**src/imu_defs.svh**
```systemverilog
`ifndef IMU_DEFS_SVH
`define IMU_DEFS_SVH

// Operand width and array step width.
`define IMU_WORD_W 32
`define IMU_STEP_W 8
// Sequential cycles charged to every multiply.
`define IMU_SEQ_CYCLES 1
// Extra internal cycles for the accumulating and long forms.
`define IMU_ACC_EXTRA 1
`define IMU_LONG_EXTRA 1
// Largest number of array cycles.
`define IMU_MAX_STEPS 4
// Flag positions inside the flag nibble.
`define IMU_FLAG_N 3
`define IMU_FLAG_Z 2
`define IMU_FLAG_C 1
`define IMU_FLAG_V 0
// Reset value of the result outputs.
`define IMU_RESULT_RST 32'h0000_0000

`endif

```
**src/imu_pkg.sv**
```systemverilog
package imu_pkg;

  // Multiply operation selected by decode.
  typedef enum logic [2:0] {
    IMU_SHORT_MULTIPLY,
    IMU_SHORT_MULTIPLY_ACCUMULATE,
    IMU_UNSIGNED_LONG_MULTIPLY,
    IMU_UNSIGNED_LONG_MULTIPLY_ACCUMULATE,
    IMU_SIGNED_LONG_MULTIPLY,
    IMU_SIGNED_LONG_MULTIPLY_ACCUMULATE
  } imu_op_e;

  // Request from decode and register file.
  typedef struct packed {
    imu_op_e op;
    logic cond_pass;
    logic set_flags;
    logic [31:0] first_operand;
    logic [31:0] multiplier;
    logic [31:0] accumulate;
    logic [31:0] acc_high;
    logic [31:0] acc_low;
  } imu_req_s;

  // Result handed back for write-back.
  typedef struct packed {
    logic write_low;
    logic write_high;
    logic write_flags;
    logic [31:0] low;
    logic [31:0] high;
    logic [3:0] flags;
    logic [3:0] flag_mask;
  } imu_rsp_s;

endpackage

```
**src/imu_multiply_unit.sv**
```systemverilog
`timescale 1ns/1ps
`default_nettype none
`include "imu_defs.svh"

module imu_multiply_unit #(
  parameter int MAX_STEPS = `IMU_MAX_STEPS
) (
  input wire logic clk_in,
  input wire logic rst_n_in,
  input wire logic start_in,
  input wire imu_pkg::imu_req_s req_in,
  output logic busy_out,
  output logic done_out,
  output imu_pkg::imu_rsp_s rsp_out
);

  // Refuse array depths that the four-step sequencer cannot serve.
  if (MAX_STEPS != 4) begin : g_bad_steps
    $error("imu_multiply_unit serves exactly four array cycles of eight bits");
  end

  typedef enum logic [1:0] {
    IMU_IDLE,
    IMU_SEQ,
    IMU_ARRAY,
    IMU_FINISH
  } imu_state_e;

  imu_state_e state;
  imu_state_e next_state;
  imu_pkg::imu_op_e op;
  imu_pkg::imu_op_e next_op;
  logic set_flags;
  logic next_set_flags;
  logic [63:0] acc;
  logic [63:0] next_acc;
  logic [63:0] mcand;
  logic [63:0] next_mcand;
  logic [32:0] mplier;
  logic [32:0] next_mplier;
  logic [2:0] steps_left;
  logic [2:0] next_steps_left;
  logic [1:0] extra_left;
  logic [1:0] next_extra_left;
  logic done;
  logic next_done;
  imu_pkg::imu_rsp_s rsp;
  imu_pkg::imu_rsp_s next_rsp;

  logic is_long;
  logic is_signed;
  logic is_acc;
  logic [2:0] req_steps;
  logic [63:0] step_sum;
  logic [63:0] booth_pp;

  // Decode of the incoming operation.
  always_comb begin
    is_long = (req_in.op != imu_pkg::IMU_SHORT_MULTIPLY) && (req_in.op != imu_pkg::IMU_SHORT_MULTIPLY_ACCUMULATE);
    is_signed = (req_in.op == imu_pkg::IMU_SIGNED_LONG_MULTIPLY) ||
      (req_in.op == imu_pkg::IMU_SIGNED_LONG_MULTIPLY_ACCUMULATE);
    is_acc = (req_in.op == imu_pkg::IMU_SHORT_MULTIPLY_ACCUMULATE) ||
      (req_in.op == imu_pkg::IMU_UNSIGNED_LONG_MULTIPLY_ACCUMULATE) ||
      (req_in.op == imu_pkg::IMU_SIGNED_LONG_MULTIPLY_ACCUMULATE);
  end

  // Array cycle count from the multiplier operand.
  imu_step_count u_step_count (
    .multiplier_in(req_in.multiplier),
    .long_unsigned_in(is_long & ~is_signed),
    .steps_out(req_steps)
  );

  // Radix-4 Booth recoding of eight multiplier bits into four partial products.
  always_comb begin
    logic [2:0] grp;
    logic [63:0] term;
    grp = 3'b000;
    term = 64'h0000_0000_0000_0000;
    booth_pp = 64'h0000_0000_0000_0000;
    for (int g = 0; g < 4; g++) begin
      grp = mplier[2 * g +: 3];
      term = mcand << (2 * g);
      unique case (grp)
        3'b001, 3'b010: booth_pp = booth_pp + term;
        3'b011: booth_pp = booth_pp + (term << 1);
        3'b100: booth_pp = booth_pp - (term << 1);
        3'b101, 3'b110: booth_pp = booth_pp - term;
        default: booth_pp = booth_pp;
      endcase
    end
    // Early stop reads the top retired bit as a sign; when the bits above disagree with it,
    // the dropped digit is restored here so zero-filled and one-filled multipliers come out right.
    if (steps_left == 3'd1 && mplier[8] != mplier[9]) begin
      if (mplier[8]) begin
        booth_pp = booth_pp + (mcand << `IMU_STEP_W);
      end else begin
        booth_pp = booth_pp - (mcand << `IMU_STEP_W);
      end
    end
    step_sum = acc + booth_pp;
  end

  // Sequencer: one sequential cycle, m array cycles, then the extra internal cycles.
  always_comb begin
    logic [63:0] prod;
    prod = 64'h0000_0000_0000_0000;
    next_state = state;
    next_op = op;
    next_set_flags = set_flags;
    next_acc = acc;
    next_mcand = mcand;
    next_mplier = mplier;
    next_steps_left = steps_left;
    next_extra_left = extra_left;
    next_done = 1'b0;
    next_rsp = rsp;
    unique case (state)
      IMU_IDLE: begin
        if (start_in && req_in.cond_pass) begin
          next_state = IMU_SEQ;
          next_op = req_in.op;
          next_set_flags = req_in.set_flags;
          next_mcand = is_signed ? {{32{req_in.first_operand[31]}}, req_in.first_operand} :
            {32'h0000_0000, req_in.first_operand};
          next_mplier = {req_in.multiplier, 1'b0};
          if (!is_acc) begin
            next_acc = 64'h0000_0000_0000_0000;
          end else if (is_long) begin
            next_acc = {req_in.acc_high, req_in.acc_low};
          end else begin
            next_acc = {32'h0000_0000, req_in.accumulate};
          end
          next_steps_left = req_steps;
          next_extra_left = 2'((is_acc ? `IMU_ACC_EXTRA : 0) + (is_long ? `IMU_LONG_EXTRA : 0));
        end
      end
      IMU_SEQ: begin
        next_state = IMU_ARRAY;
      end
      IMU_ARRAY: begin
        next_acc = step_sum;
        next_mcand = mcand << `IMU_STEP_W;
        next_mplier = {8'h00, mplier[32:8]};
        if (op == imu_pkg::IMU_SIGNED_LONG_MULTIPLY || op == imu_pkg::IMU_SIGNED_LONG_MULTIPLY_ACCUMULATE) begin
          next_mplier[32:25] = {8{mplier[32]}};
        end
        next_steps_left = steps_left - 3'd1;
        if (steps_left == 3'd1) begin
          next_state = (extra_left == 2'd0) ? IMU_IDLE : IMU_FINISH;
          next_done = (extra_left == 2'd0);
        end
      end
      IMU_FINISH: begin
        next_extra_left = extra_left - 2'd1;
        if (extra_left == 2'd1) begin
          next_state = IMU_IDLE;
          next_done = 1'b1;
        end
      end
      default: begin
        next_state = IMU_IDLE;
      end
    endcase
    if (next_done) begin
      prod = (state == IMU_ARRAY) ? step_sum : acc;
      next_rsp.low = prod[31:0];
      next_rsp.high = prod[63:32];
      next_rsp.write_low = 1'b1;
      next_rsp.write_high = (op != imu_pkg::IMU_SHORT_MULTIPLY) && (op != imu_pkg::IMU_SHORT_MULTIPLY_ACCUMULATE);
      next_rsp.write_flags = set_flags;
      if (next_rsp.write_high) begin
        next_rsp.flags = {prod[63], ~|prod, 2'b00};
        next_rsp.flag_mask = 4'hf;
      end else begin
        next_rsp.flags = {prod[31], ~|prod[31:0], 2'b00};
        next_rsp.flag_mask = 4'he;
      end
    end else begin
      next_rsp.write_low = 1'b0;
      next_rsp.write_high = 1'b0;
      next_rsp.write_flags = 1'b0;
    end
  end

  // State registers.
  always_ff @(posedge clk_in) begin
    if (!rst_n_in) begin
      state <= IMU_IDLE;
      op <= imu_pkg::IMU_SHORT_MULTIPLY;
      set_flags <= 1'b0;
      acc <= 64'h0000_0000_0000_0000;
      mcand <= 64'h0000_0000_0000_0000;
      mplier <= 33'h0_0000_0000;
      steps_left <= 3'd0;
      extra_left <= 2'd0;
      done <= 1'b0;
      rsp <= '0;
    end else begin
      state <= next_state;
      op <= next_op;
      set_flags <= next_set_flags;
      acc <= next_acc;
      mcand <= next_mcand;
      mplier <= next_mplier;
      steps_left <= next_steps_left;
      extra_left <= next_extra_left;
      done <= next_done;
      rsp <= next_rsp;
    end
  end

  // Busy stalls dependent issue until the results are written.
  assign busy_out = (state != IMU_IDLE);
  assign done_out = done;
  assign rsp_out = rsp;

  logic [3:0] cyc;
  logic [3:0] exp_cyc;
  // Cycle counter and expected length for the timing checks.
  always_ff @(posedge clk_in) begin
    if (!rst_n_in) begin
      cyc <= 4'd0;
      exp_cyc <= 4'd0;
    end else if (start_in && req_in.cond_pass && state == IMU_IDLE) begin
      cyc <= 4'd0; // The taking edge counts as edge zero.
      exp_cyc <= 4'(1 + req_steps + (is_acc ? 1 : 0) + (is_long ? 1 : 0));
    end else if (state != IMU_IDLE) begin
      cyc <= cyc + 4'd1;
    end
  end

  AST_NO_START_WHEN_FAIL: assert property (@(posedge clk_in) disable iff (!rst_n_in)
    (state == IMU_IDLE && start_in && !req_in.cond_pass) |=> state == IMU_IDLE)
    else $error("Failed condition started a multiply.");
  AST_DONE_TIMING: assert property (@(posedge clk_in) disable iff (!rst_n_in)
    done |-> cyc == exp_cyc)
    else $error("Multiply length does not match cycle count.");
  AST_FLAGS_ONLY_SET: assert property (@(posedge clk_in) disable iff (!rst_n_in)
    rsp.write_flags |-> done && set_flags)
    else $error("Flags written without set-flags bit.");
  AST_SHORT_N: assert property (@(posedge clk_in) disable iff (!rst_n_in)
    (done && !rsp.write_high) |-> rsp.flags[`IMU_FLAG_N] == rsp.low[31] && !rsp.flag_mask[`IMU_FLAG_V])
    else $error("Short negative flag wrong or overflow touched.");
  AST_LONG_Z: assert property (@(posedge clk_in) disable iff (!rst_n_in)
    (done && rsp.write_high) |-> rsp.flags[`IMU_FLAG_Z] == ({rsp.high, rsp.low} == 64'h0000_0000_0000_0000))
    else $error("Long zero flag wrong.");
  AST_LONG_N: assert property (@(posedge clk_in) disable iff (!rst_n_in)
    (done && rsp.write_high) |-> rsp.flags[`IMU_FLAG_N] == rsp.high[31])
    else $error("Long negative flag wrong.");
  AST_BUSY_UNTIL_DONE: assert property (@(posedge clk_in) disable iff (!rst_n_in)
    $fell(busy_out) |-> done)
    else $error("Busy dropped without done.");
  AST_STEPS_BOUND: assert property (@(posedge clk_in) disable iff (!rst_n_in)
    state == IMU_SEQ |-> steps_left >= 3'd1 && steps_left <= 3'd4)
    else $error("Array cycle count out of range.");
  AST_FINISH_BOUND: assert property (@(posedge clk_in) disable iff (!rst_n_in)
    state == IMU_SEQ |-> ##[1:7] done)
    else $error("Multiply did not finish in time.");
  AST_DONE_PULSE: assert property (@(posedge clk_in) disable iff (!rst_n_in)
    done |=> !done && !rsp.write_low)
    else $error("Done or write strobe held longer than one cycle.");

  COV_SHORT: cover property (@(posedge clk_in) done && !rsp.write_high);
  COV_LONG: cover property (@(posedge clk_in) done && rsp.write_high);
  COV_FLAGS: cover property (@(posedge clk_in) rsp.write_flags);
  // A failed condition and a request refused while busy.
  COV_COND_FAIL: cover property (@(posedge clk_in) state == IMU_IDLE && start_in && !req_in.cond_pass);
  COV_REFUSED: cover property (@(posedge clk_in) start_in && busy_out);

endmodule // imu_multiply_unit
`default_nettype wire

```
**src/imu_step_count.sv**
```systemverilog
`timescale 1ns/1ps
`default_nettype none
`include "imu_defs.svh"

module imu_step_count (
  input wire logic [31:0] multiplier_in,
  input wire logic long_unsigned_in,
  output logic [2:0] steps_out
);

  logic [2:0] tier_ok;

  // Tier k is taken when bits from 8*(k+1) up to the top are all zero, or all one unless long_unsigned_in is set.
  genvar k;
  generate
    for (k = 0; k < 3; k++) begin : g_tier
      localparam int LO = `IMU_STEP_W * (k + 1);
      logic all_zero;
      logic all_one;
      assign all_zero = ~|multiplier_in[31:LO];
      assign all_one = &multiplier_in[31:LO];
      assign tier_ok[k] = all_zero | (all_one & ~long_unsigned_in);
    end
  endgenerate

  // Ordered tier tests; the first match sets the array cycle count.
  always_comb begin
    if (tier_ok[0]) begin
      steps_out = 3'd1;
    end else if (tier_ok[1]) begin
      steps_out = 3'd2;
    end else if (tier_ok[2]) begin
      steps_out = 3'd3;
    end else begin
      steps_out = 3'd4;
    end
  end

endmodule // imu_step_count
`default_nettype wire

```
**config.mk**
```make
export PLATFORM = sky130hd
export DESIGN_NAME = imu_multiply_unit
export DESIGN_NICKNAME = d
export VERILOG_FILES = /design/src/imu_pkg.sv /design/src/imu_multiply_unit.sv /design/src/imu_step_count.sv
export VERILOG_INCLUDE_DIRS = /design/src
export SDC_FILE = /design/constraint.sdc
export NUM_CORES = 2
export LEC_CHECK = 0
export ABC_AREA = 1
export ABC_CLOCK_PERIOD_IN_PS = 13600
export BUFFER_PORTS_ARGS = -buffer_cell sky130_fd_sc_hd__buf_2
export CORE_MARGIN = 4
export CORE_UTILIZATION = 45
export CTS_BUF_LIST = sky130_fd_sc_hd__clkbuf_16
export CTS_CLUSTER_SIZE = 40
export DETAILED_ROUTE_END_ITERATION = 7
export MAX_ROUTING_LAYER = met4
export SYNTH_ARGS = -nofsm -noshare
export SYNTH_HDL_FRONTEND = slang
export SYNTH_HIERARCHICAL = 1
export SYNTH_SLANG_ARGS = --single-unit
```
**constraint.sdc**
```tcl
create_clock -name clk_in -period 13.6 [get_ports clk_in]
set_input_delay 1.36 -clock clk_in [delete_from_list [all_inputs] [get_ports clk_in]]
set_output_delay 1.36 -clock clk_in [all_outputs]
set_load 0.05 [all_outputs]
```
# [Yosys cells after proc, flatten, opt, wreduce, memory -nomap -nowiden]
# Cells that the tools add are included.
[word_totals] input_bits=168 regBits=248 output_inout_bits=77
[op_classes] bitwise_logic=9 addsub=20 eq_ne=42 n_reduce_logical=42 mux=36
[op_table] cell="64-bit case mux with 4 select lines" n=4
[op_table] cell="64-bit adder" n=8
[op_table] cell="64-bit two-way mux" n=8
[op_table] cell="64-bit subtractor" n=7
[op_table] cell="64-bit case mux with 2 select lines" n=2
[op_table] cell="1-bit by 64-bit subtractor with 64-bit output (first input constant)" n=2
[op_table] cell="33-bit case mux with 2 select lines" n=1
[op_table] cell="64-bit OR reduction" n=1
[op_table] cell="3-bit == test (second input constant)" n=16
[op_table] cell="33-bit two-way mux" n=1
[op_table] cell="32-bit OR reduction" n=1
[op_table] cell="3-bit by 2-bit == test with 1-bit output (second input constant)" n=9
[op_table] cell="24-bit AND reduction" n=1
[op_table] cell="24-bit OR reduction" n=1
[op_table] cell="3-bit by 1-bit == test with 1-bit output (second input constant)" n=6
[op_table] cell="8-bit two-way mux" n=2
[op_table] cell="16-bit AND reduction" n=1
[op_table] cell="16-bit OR reduction" n=1
[op_table] cell="2-bit OR reduction" n=8
[op_table] cell="3-bit two-way mux" n=5
[op_table] cell="2-bit two-way mux" n=5
[op_table] cell="2-bit != test (second input constant)" n=4
[op_table] cell="2-bit case mux with 4 select lines" n=1
[op_table] cell="2-bit AND reduction" n=4
[op_table] cell="23 further kinds" n=50

# [Depth between registers and ports, before layout]
[depth] depth_word=17 ltp_mapped=95 depth_no_buf=94

# [Hierarchy]
# Netlist, hierarchy kept.
[by_module_without_submodules] mod="imu_multiply_unit" cells_each=8528 instances=1 area_each_um2=47850.9 seq_area_each_um2=4844.6
[by_module_without_submodules] mod="imu_step_count" cells_each=60 instances=1 area_each_um2=247.7 seq_area_each_um2=0.0

# [Worst setup path after synthesis]
# Ideal clock, no wire load.
[synth_timing] path_kind="register -> register" start="register mplier[0]" end="register rsp, in the netlist rsp_out[6]" stages_incl_launch_ff=79 path_buffers=2 setup_slack_ns=2.385 t_arrival_ns=11.102 cell_sequence="dfxtp_1 > or2_2 > nand2_1 > nor2_1 > inv_1 > clkbuf_1 > clkbuf_1 > nor2_1 > nor4_1 > inv_1 > fa_1 > nand3_1 > nand3_2 > a21oi_2 > o21ai_2 > a21oi_1 > inv_1 > or2_2 > [43 not listed] > a21oi_1 > nor2_1 > nor2_1 > xor2_1 > nand2_1 > nand2_1 > ha_1 > inv_1 > nor3_1 > a221oi_1 > xor2_1 > inv_1 > nand2_1 > nand3_2 > nand2_2 > nand2_2 > nand2_1 > nand2_1"
[synth_via] elab_chain_cells=17
[synth_rtl] element="start, declared" line="imu_multiply_unit.sv:39" source="logic [32:0] mplier;"
[synth_rtl] element="start signal, assigned" line="imu_multiply_unit.sv:205" source="mplier <= next_mplier;"
[synth_rtl] element="3-bit == test (tied with other cells)" line="imu_multiply_unit.sv:84" source="unique case (grp)"
[synth_rtl] element="2-bit OR reduction" line="imu_multiply_unit.sv:84"
[synth_rtl] element="64-bit case mux with 4 select lines (*)" line="imu_multiply_unit.sv:84"
[synth_rtl] element="64-bit subtractor (tied with other cells)" line="imu_multiply_unit.sv:88" source="3'b101, 3'b110: booth_pp = booth_pp - term;"
[synth_rtl] element="64-bit case mux with 4 select lines (*)" line="imu_multiply_unit.sv:84"
[synth_rtl] element="64-bit subtractor (tied with other cells)" line="imu_multiply_unit.sv:88"
[synth_rtl] element="64-bit case mux with 4 select lines (*)" line="imu_multiply_unit.sv:84"
[synth_rtl] element="64-bit subtractor (tied with other cells)" line="imu_multiply_unit.sv:88"
[synth_rtl] element="64-bit case mux with 4 select lines (*)" line="imu_multiply_unit.sv:84"
[synth_rtl] element="64-bit subtractor or 64-bit adder (tied branches)" line="imu_multiply_unit.sv:98, imu_multiply_unit.sv:96"
[synth_rtl] element="64-bit two-way mux" line="imu_multiply_unit.sv:95" source="if (mplier[8]) begin"
[synth_rtl] element="64-bit two-way mux (*)" line="imu_multiply_unit.sv:94" source="if (steps_left == 3'd1 && mplier[8] != mplier[9]) begin"
[synth_rtl] element="64-bit adder (*)" line="imu_multiply_unit.sv:101" source="step_sum = acc + booth_pp;"
[synth_rtl] element="64-bit two-way mux (*)" line="imu_multiply_unit.sv:166" source="prod = (state == IMU_ARRAY) ? step_sum : acc;"
[synth_rtl] element="64-bit OR reduction or 32-bit OR reduction (tied branches)" line="imu_multiply_unit.sv:173, imu_multiply_unit.sv:176"
[synth_rtl] element="1-bit logical NOT (on tied branches)" line="imu_multiply_unit.sv:173, imu_multiply_unit.sv:176"
[synth_rtl] element="8-bit two-way mux (*)" line="imu_multiply_unit.sv:172" source="if (next_rsp.write_high) begin"
[synth_rtl] element="end signal, assigned" line="imu_multiply_unit.sv:209" source="rsp <= next_rsp;"
[synth_rtl] element="end, declared" line="imu_multiply_unit.sv:47" source="imu_pkg::imu_rsp_s rsp;"
# Every way passes the cells marked *; elsewhere a longest branch is shown, timed or not.
# A chain may end at the register's enable or synchronous reset.

# [Final worst setup path]
[layout_timing] start="register mcand[16]" end="register rsp, in the netlist rsp_out[6]"
[layout_via] elab_chain_cells=16
[layout_rtl] element="start, declared" line="imu_multiply_unit.sv:37" source="logic [63:0] mcand;"
[layout_rtl] element="start signal, assigned" line="imu_multiply_unit.sv:204" source="mcand <= next_mcand;"
[layout_rtl] element="1-bit by 64-bit subtractor with 64-bit output (on tied branches)" line="imu_multiply_unit.sv:88, imu_multiply_unit.sv:87"
[layout_rtl] element="64-bit case mux with 4 select lines" line="imu_multiply_unit.sv:84"
[layout_rtl] element="64-bit subtractor (tied with other cells)" line="imu_multiply_unit.sv:88"
[layout_rtl] element="64-bit case mux with 4 select lines" line="imu_multiply_unit.sv:84"
[layout_rtl] element="64-bit subtractor (tied with other cells)" line="imu_multiply_unit.sv:88"
[layout_rtl] element="64-bit case mux with 4 select lines" line="imu_multiply_unit.sv:84"
[layout_rtl] element="64-bit subtractor (tied with other cells)" line="imu_multiply_unit.sv:88"
[layout_rtl] element="64-bit case mux with 4 select lines" line="imu_multiply_unit.sv:84"
[layout_rtl] element="64-bit subtractor or 64-bit adder (tied branches)" line="imu_multiply_unit.sv:98, imu_multiply_unit.sv:96"
[layout_rtl] element="64-bit two-way mux" line="imu_multiply_unit.sv:95"
[layout_rtl] element="64-bit two-way mux (*)" line="imu_multiply_unit.sv:94"
[layout_rtl] element="64-bit adder (*)" line="imu_multiply_unit.sv:101"
[layout_rtl] element="64-bit two-way mux (*)" line="imu_multiply_unit.sv:166"
[layout_rtl] element="64-bit OR reduction or 32-bit OR reduction (tied branches)" line="imu_multiply_unit.sv:173, imu_multiply_unit.sv:176"
[layout_rtl] element="1-bit logical NOT (on tied branches)" line="imu_multiply_unit.sv:173, imu_multiply_unit.sv:176"
[layout_rtl] element="8-bit two-way mux (*)" line="imu_multiply_unit.sv:172"
# Marks and branches as above.

==> results.json <==
{
  "status": "finished, violations left",
  "violations": "design-rule violations",
  "syn_avg_cell_area_sq_um": 5.601,
  "setup_viol": 0,
  "path_class": "reg -> reg",
  "drv_cap": 0,
  "grt_use_total": 0.4050,
  "grt_max_degree": 101,
  "reg2reg_from": "mcand[16]",
  "wirelength_um": 234100,
  "cts_buffers": 29,
  "crit_top_cell": "nand2_1",
  "first_iter_violations": 7040,
  "dpl.hpwl_um": 191400,
  "hold_start": "set_flags",
  "antenna_found_initial": 6,
  "syn-cell-area_sq_um": 48100,
  "timing.final.crit_period_ns": 13.03,
  "initial_utilization": 0.4550,
  "dieWidth_um": 334.9,
  "fin_tns_setup_ns": 0,
  "synth_simple_gate_area_share": 0.3240,
  "crit_required_ns": 14.14,
  "drc": 1,
  "nets": 9856,
  "synth_top_area_cell": "nand2_1",
  "viasPerCell": 6.003,
  "area_growth_pct": 18.98,
  "pin_count": 245,
  "cp_slowest_stage_delay_ns": 0.53,
  "grt_first_pass_wirelength_um": 346200,
  "clockRootBuffer": "clkbuf_16",
  "gp_congestion": 1.093,
  "slew_headroom": 0.1131,
  "port_buffers": 242,
  "ant_nets": 0,
  "cp_slowest_cell": "dfxtp_1",
  "finClkSkew_ns": 0.02960,
  "fmax_mhz": 76.76,
  "worst_pin_slew_ns": 1.325,
  "seq_area_frac_synth": 0.1007,
  "synthXorXnorAreaFrac": 0.02661,
  "row_count": 119,
  "synth_cell_types": 75,
  "dpl_cell_area_sq_um": 54630,
  "synth_top_flop_cell": "dfxtp_1",
  "hold_class": "reg -> reg",
  "clk_latency_ns": 0.62,
  "synth_seq_cells": 242,
  "slew_viol_final": 0,
  "synth_top_family_by_area": "simple AND/OR/NAND/NOR gates",
  "drtPass1Iterations": 8,
  "clock-sinks": 242,
  "hold_ws_ns": 0.4563,
  "num_vias": 63690,
  "synth_mux_area_frac": 0.0004162,
  "critPathLaunch": "mcand[16]",
  "clkSlewWorstSetupHoldPaths_ns": 0.06,
  "finalInstanceArea_sq_um": 57230,
  "grt-ovfl-total": 0,
  "cp.arrival_ns": 13.57,
  "cp-end-kind": "register",
  "dieHeight_um": 334.9,
  "die_area_sq_um": 112200,
  "htree_levels": 1,
  "synth.area.top_cells": "nand2_1 18%, ha_1 13%, o21ai_0 11%",
  "async_flop_share": 0,
  "grt_pass1_vias": 57480,
  "cts_hold_buf": 0,
  "hold_violations": 0,
  "crit_fanout": 9,
  "syn_inst": 8588,
  "worstSetupStartpointType": "register",
  "synth_compound_area_frac": 0.3202,
  "clk_path_buf_depth": 3,
  "yosysWarnings": 6,
  "core_area_sq_um": 105700,
  "wl_per_cell_um": 22.06,
  "final_layout_size_suffix_gt1_frac": 0.1640,
  "yosys.area.top_type_share": 0.1754,
  "synth-edff-count": 0,
  "fin_crit_sh": 0.9579,
  "cts_tree": "done",
  "synthAdderAreaFrac": 0.1285
}
==> critical path: cells and delay by family (launching register included) <==
kind,cells,cell delay [ns]
buf+inv,13,1.75
compound gates,19,2.85
flops,1,0.53
fa+ha+maj,5,1.86
xor+xnor,1,0.35
simple gates,41,5.63
==> repair_timing <==
action / 4_1_cts / 5_1_grt
setup buffers: 0 / 43
gates resized for setup: 7 / 327
hold endpoints to repair: 0 / 0
pin swaps: 0 / 57
setup endpoints to repair: 4 / 34
==> metal layers <==
layer,GRT usage,up-vias,share of wire
li1,-,30580,-
met1,0.5218,29140,0.41
met2,0.6196,3315,0.43
met3,0.04866,660,0.090
met4,0.2184,0,0.067
met5,-,-,0
==> cell usage in the layout (no fill, tap or decap), types with 19 or more instances in the layout <==
cell type  instances
nand4_1           43
a21boi_2          19
a221o_1           31
a22o_1            22
o21ai_1           61
nand3_2           36
nor2_2            37
xor2_1            79
buf_4            674
a21oi_2           58
buf_2            241
inv_1            900
ha_1             442
o22ai_1           84
nor3_1            41
o21ai_0         1027
o21a_1            27
nor4_1            21
dfxtp_1          240
xnor2_1           39
nor2_1           661
ha_2              21
a21oi_1          836
o21ai_2           29
a21o_1            27
a31oi_1          249
nand2_2           34
nor2_4            23
or2_2            156
nand3_1          365
nand2_1         2224
o211ai_1          98
clkbuf_16         29
==> flip-flops by register name, indices dropped and copies added, names as in the netlist <==
name	cells
rsp_out	70
acc	64
mcand	64
mplier	33
steps_left	3
extra_left	2
op	2
state	2
done_out	1
set_flags	1
==> cells in the mapped netlist, types with 20 or more instances <==
library cell  instances
o21ai_1              35
a21boi_1             20
nor3_1               49
a21o_1               28
ha_1                481
dfxtp_1             242
a21oi_1             890
nor4_1               32
nand2_1            2247
nand4_1              43
xnor2_1              39
nor2_2               25
o21ai_0            1076
a31oi_1             257
o21a_1               27
o221ai_1             22
inv_1               897
o211ai_1             98
buf_1                38
o22ai_1              84
or2_2               156
a22o_1               22
xor2_1               91
clkbuf_1            277
a221o_1              32
nand3_1             388
nor2_1              686
==> cell families (layout without fill, tap and decap cells) <==
kind of cell    count (synthesis)  after routing
mux                             2              2
buf+inv                      1260           1888
simple gates                 3721           3721
compound gates               2735           2735
fa+ha+maj                     489            489
xor+xnor                      138            138
other cells                     1              5
flops                         242            242
==> final timing paths <==
check / slack [ns] / to / depth (start not counted)
worst max-delay path: 0.57 / rsp_out[6] / 79
worst min-delay path: 0.46 / rsp_out[72] / 2
worst max register to register: 0.57 / rsp_out[6] / 79
worst min register to register: 0.46 / rsp_out[72] / 2
==> through the flow <==
| stage | util | cells | setup WS [ns] |
|---|---|---|---|
| after CTS | 0.5257 | 10570 | 0.01545 |
| final | 0.5414 | 10610 | 0.5726 |
| after global placement | 0.5168 | 10520 | -0.02652 |
| after global routing | 0.5414 | 10610 | -0.03016 |
| after detailed placement | 0.5168 | 10520 | -0.1538 |
| after floorplan | - | 8589 | 2.385 |
==> layout make-up <==
cell class                 instances  area (sq um)
clock buffer                      29         725.7
clock inverter                    20         172.7
multi-input combinational       7087         39980
antenna                            3         7.507
fill                           11180         48480
inverter                         923          3477
sequential                       242          4847
tap                             1391          1740
timing repair buffer             916          6281
Power is not shown: default switching activity piles up to over one toggle a cycle in this logic, so the estimate is an artifact.
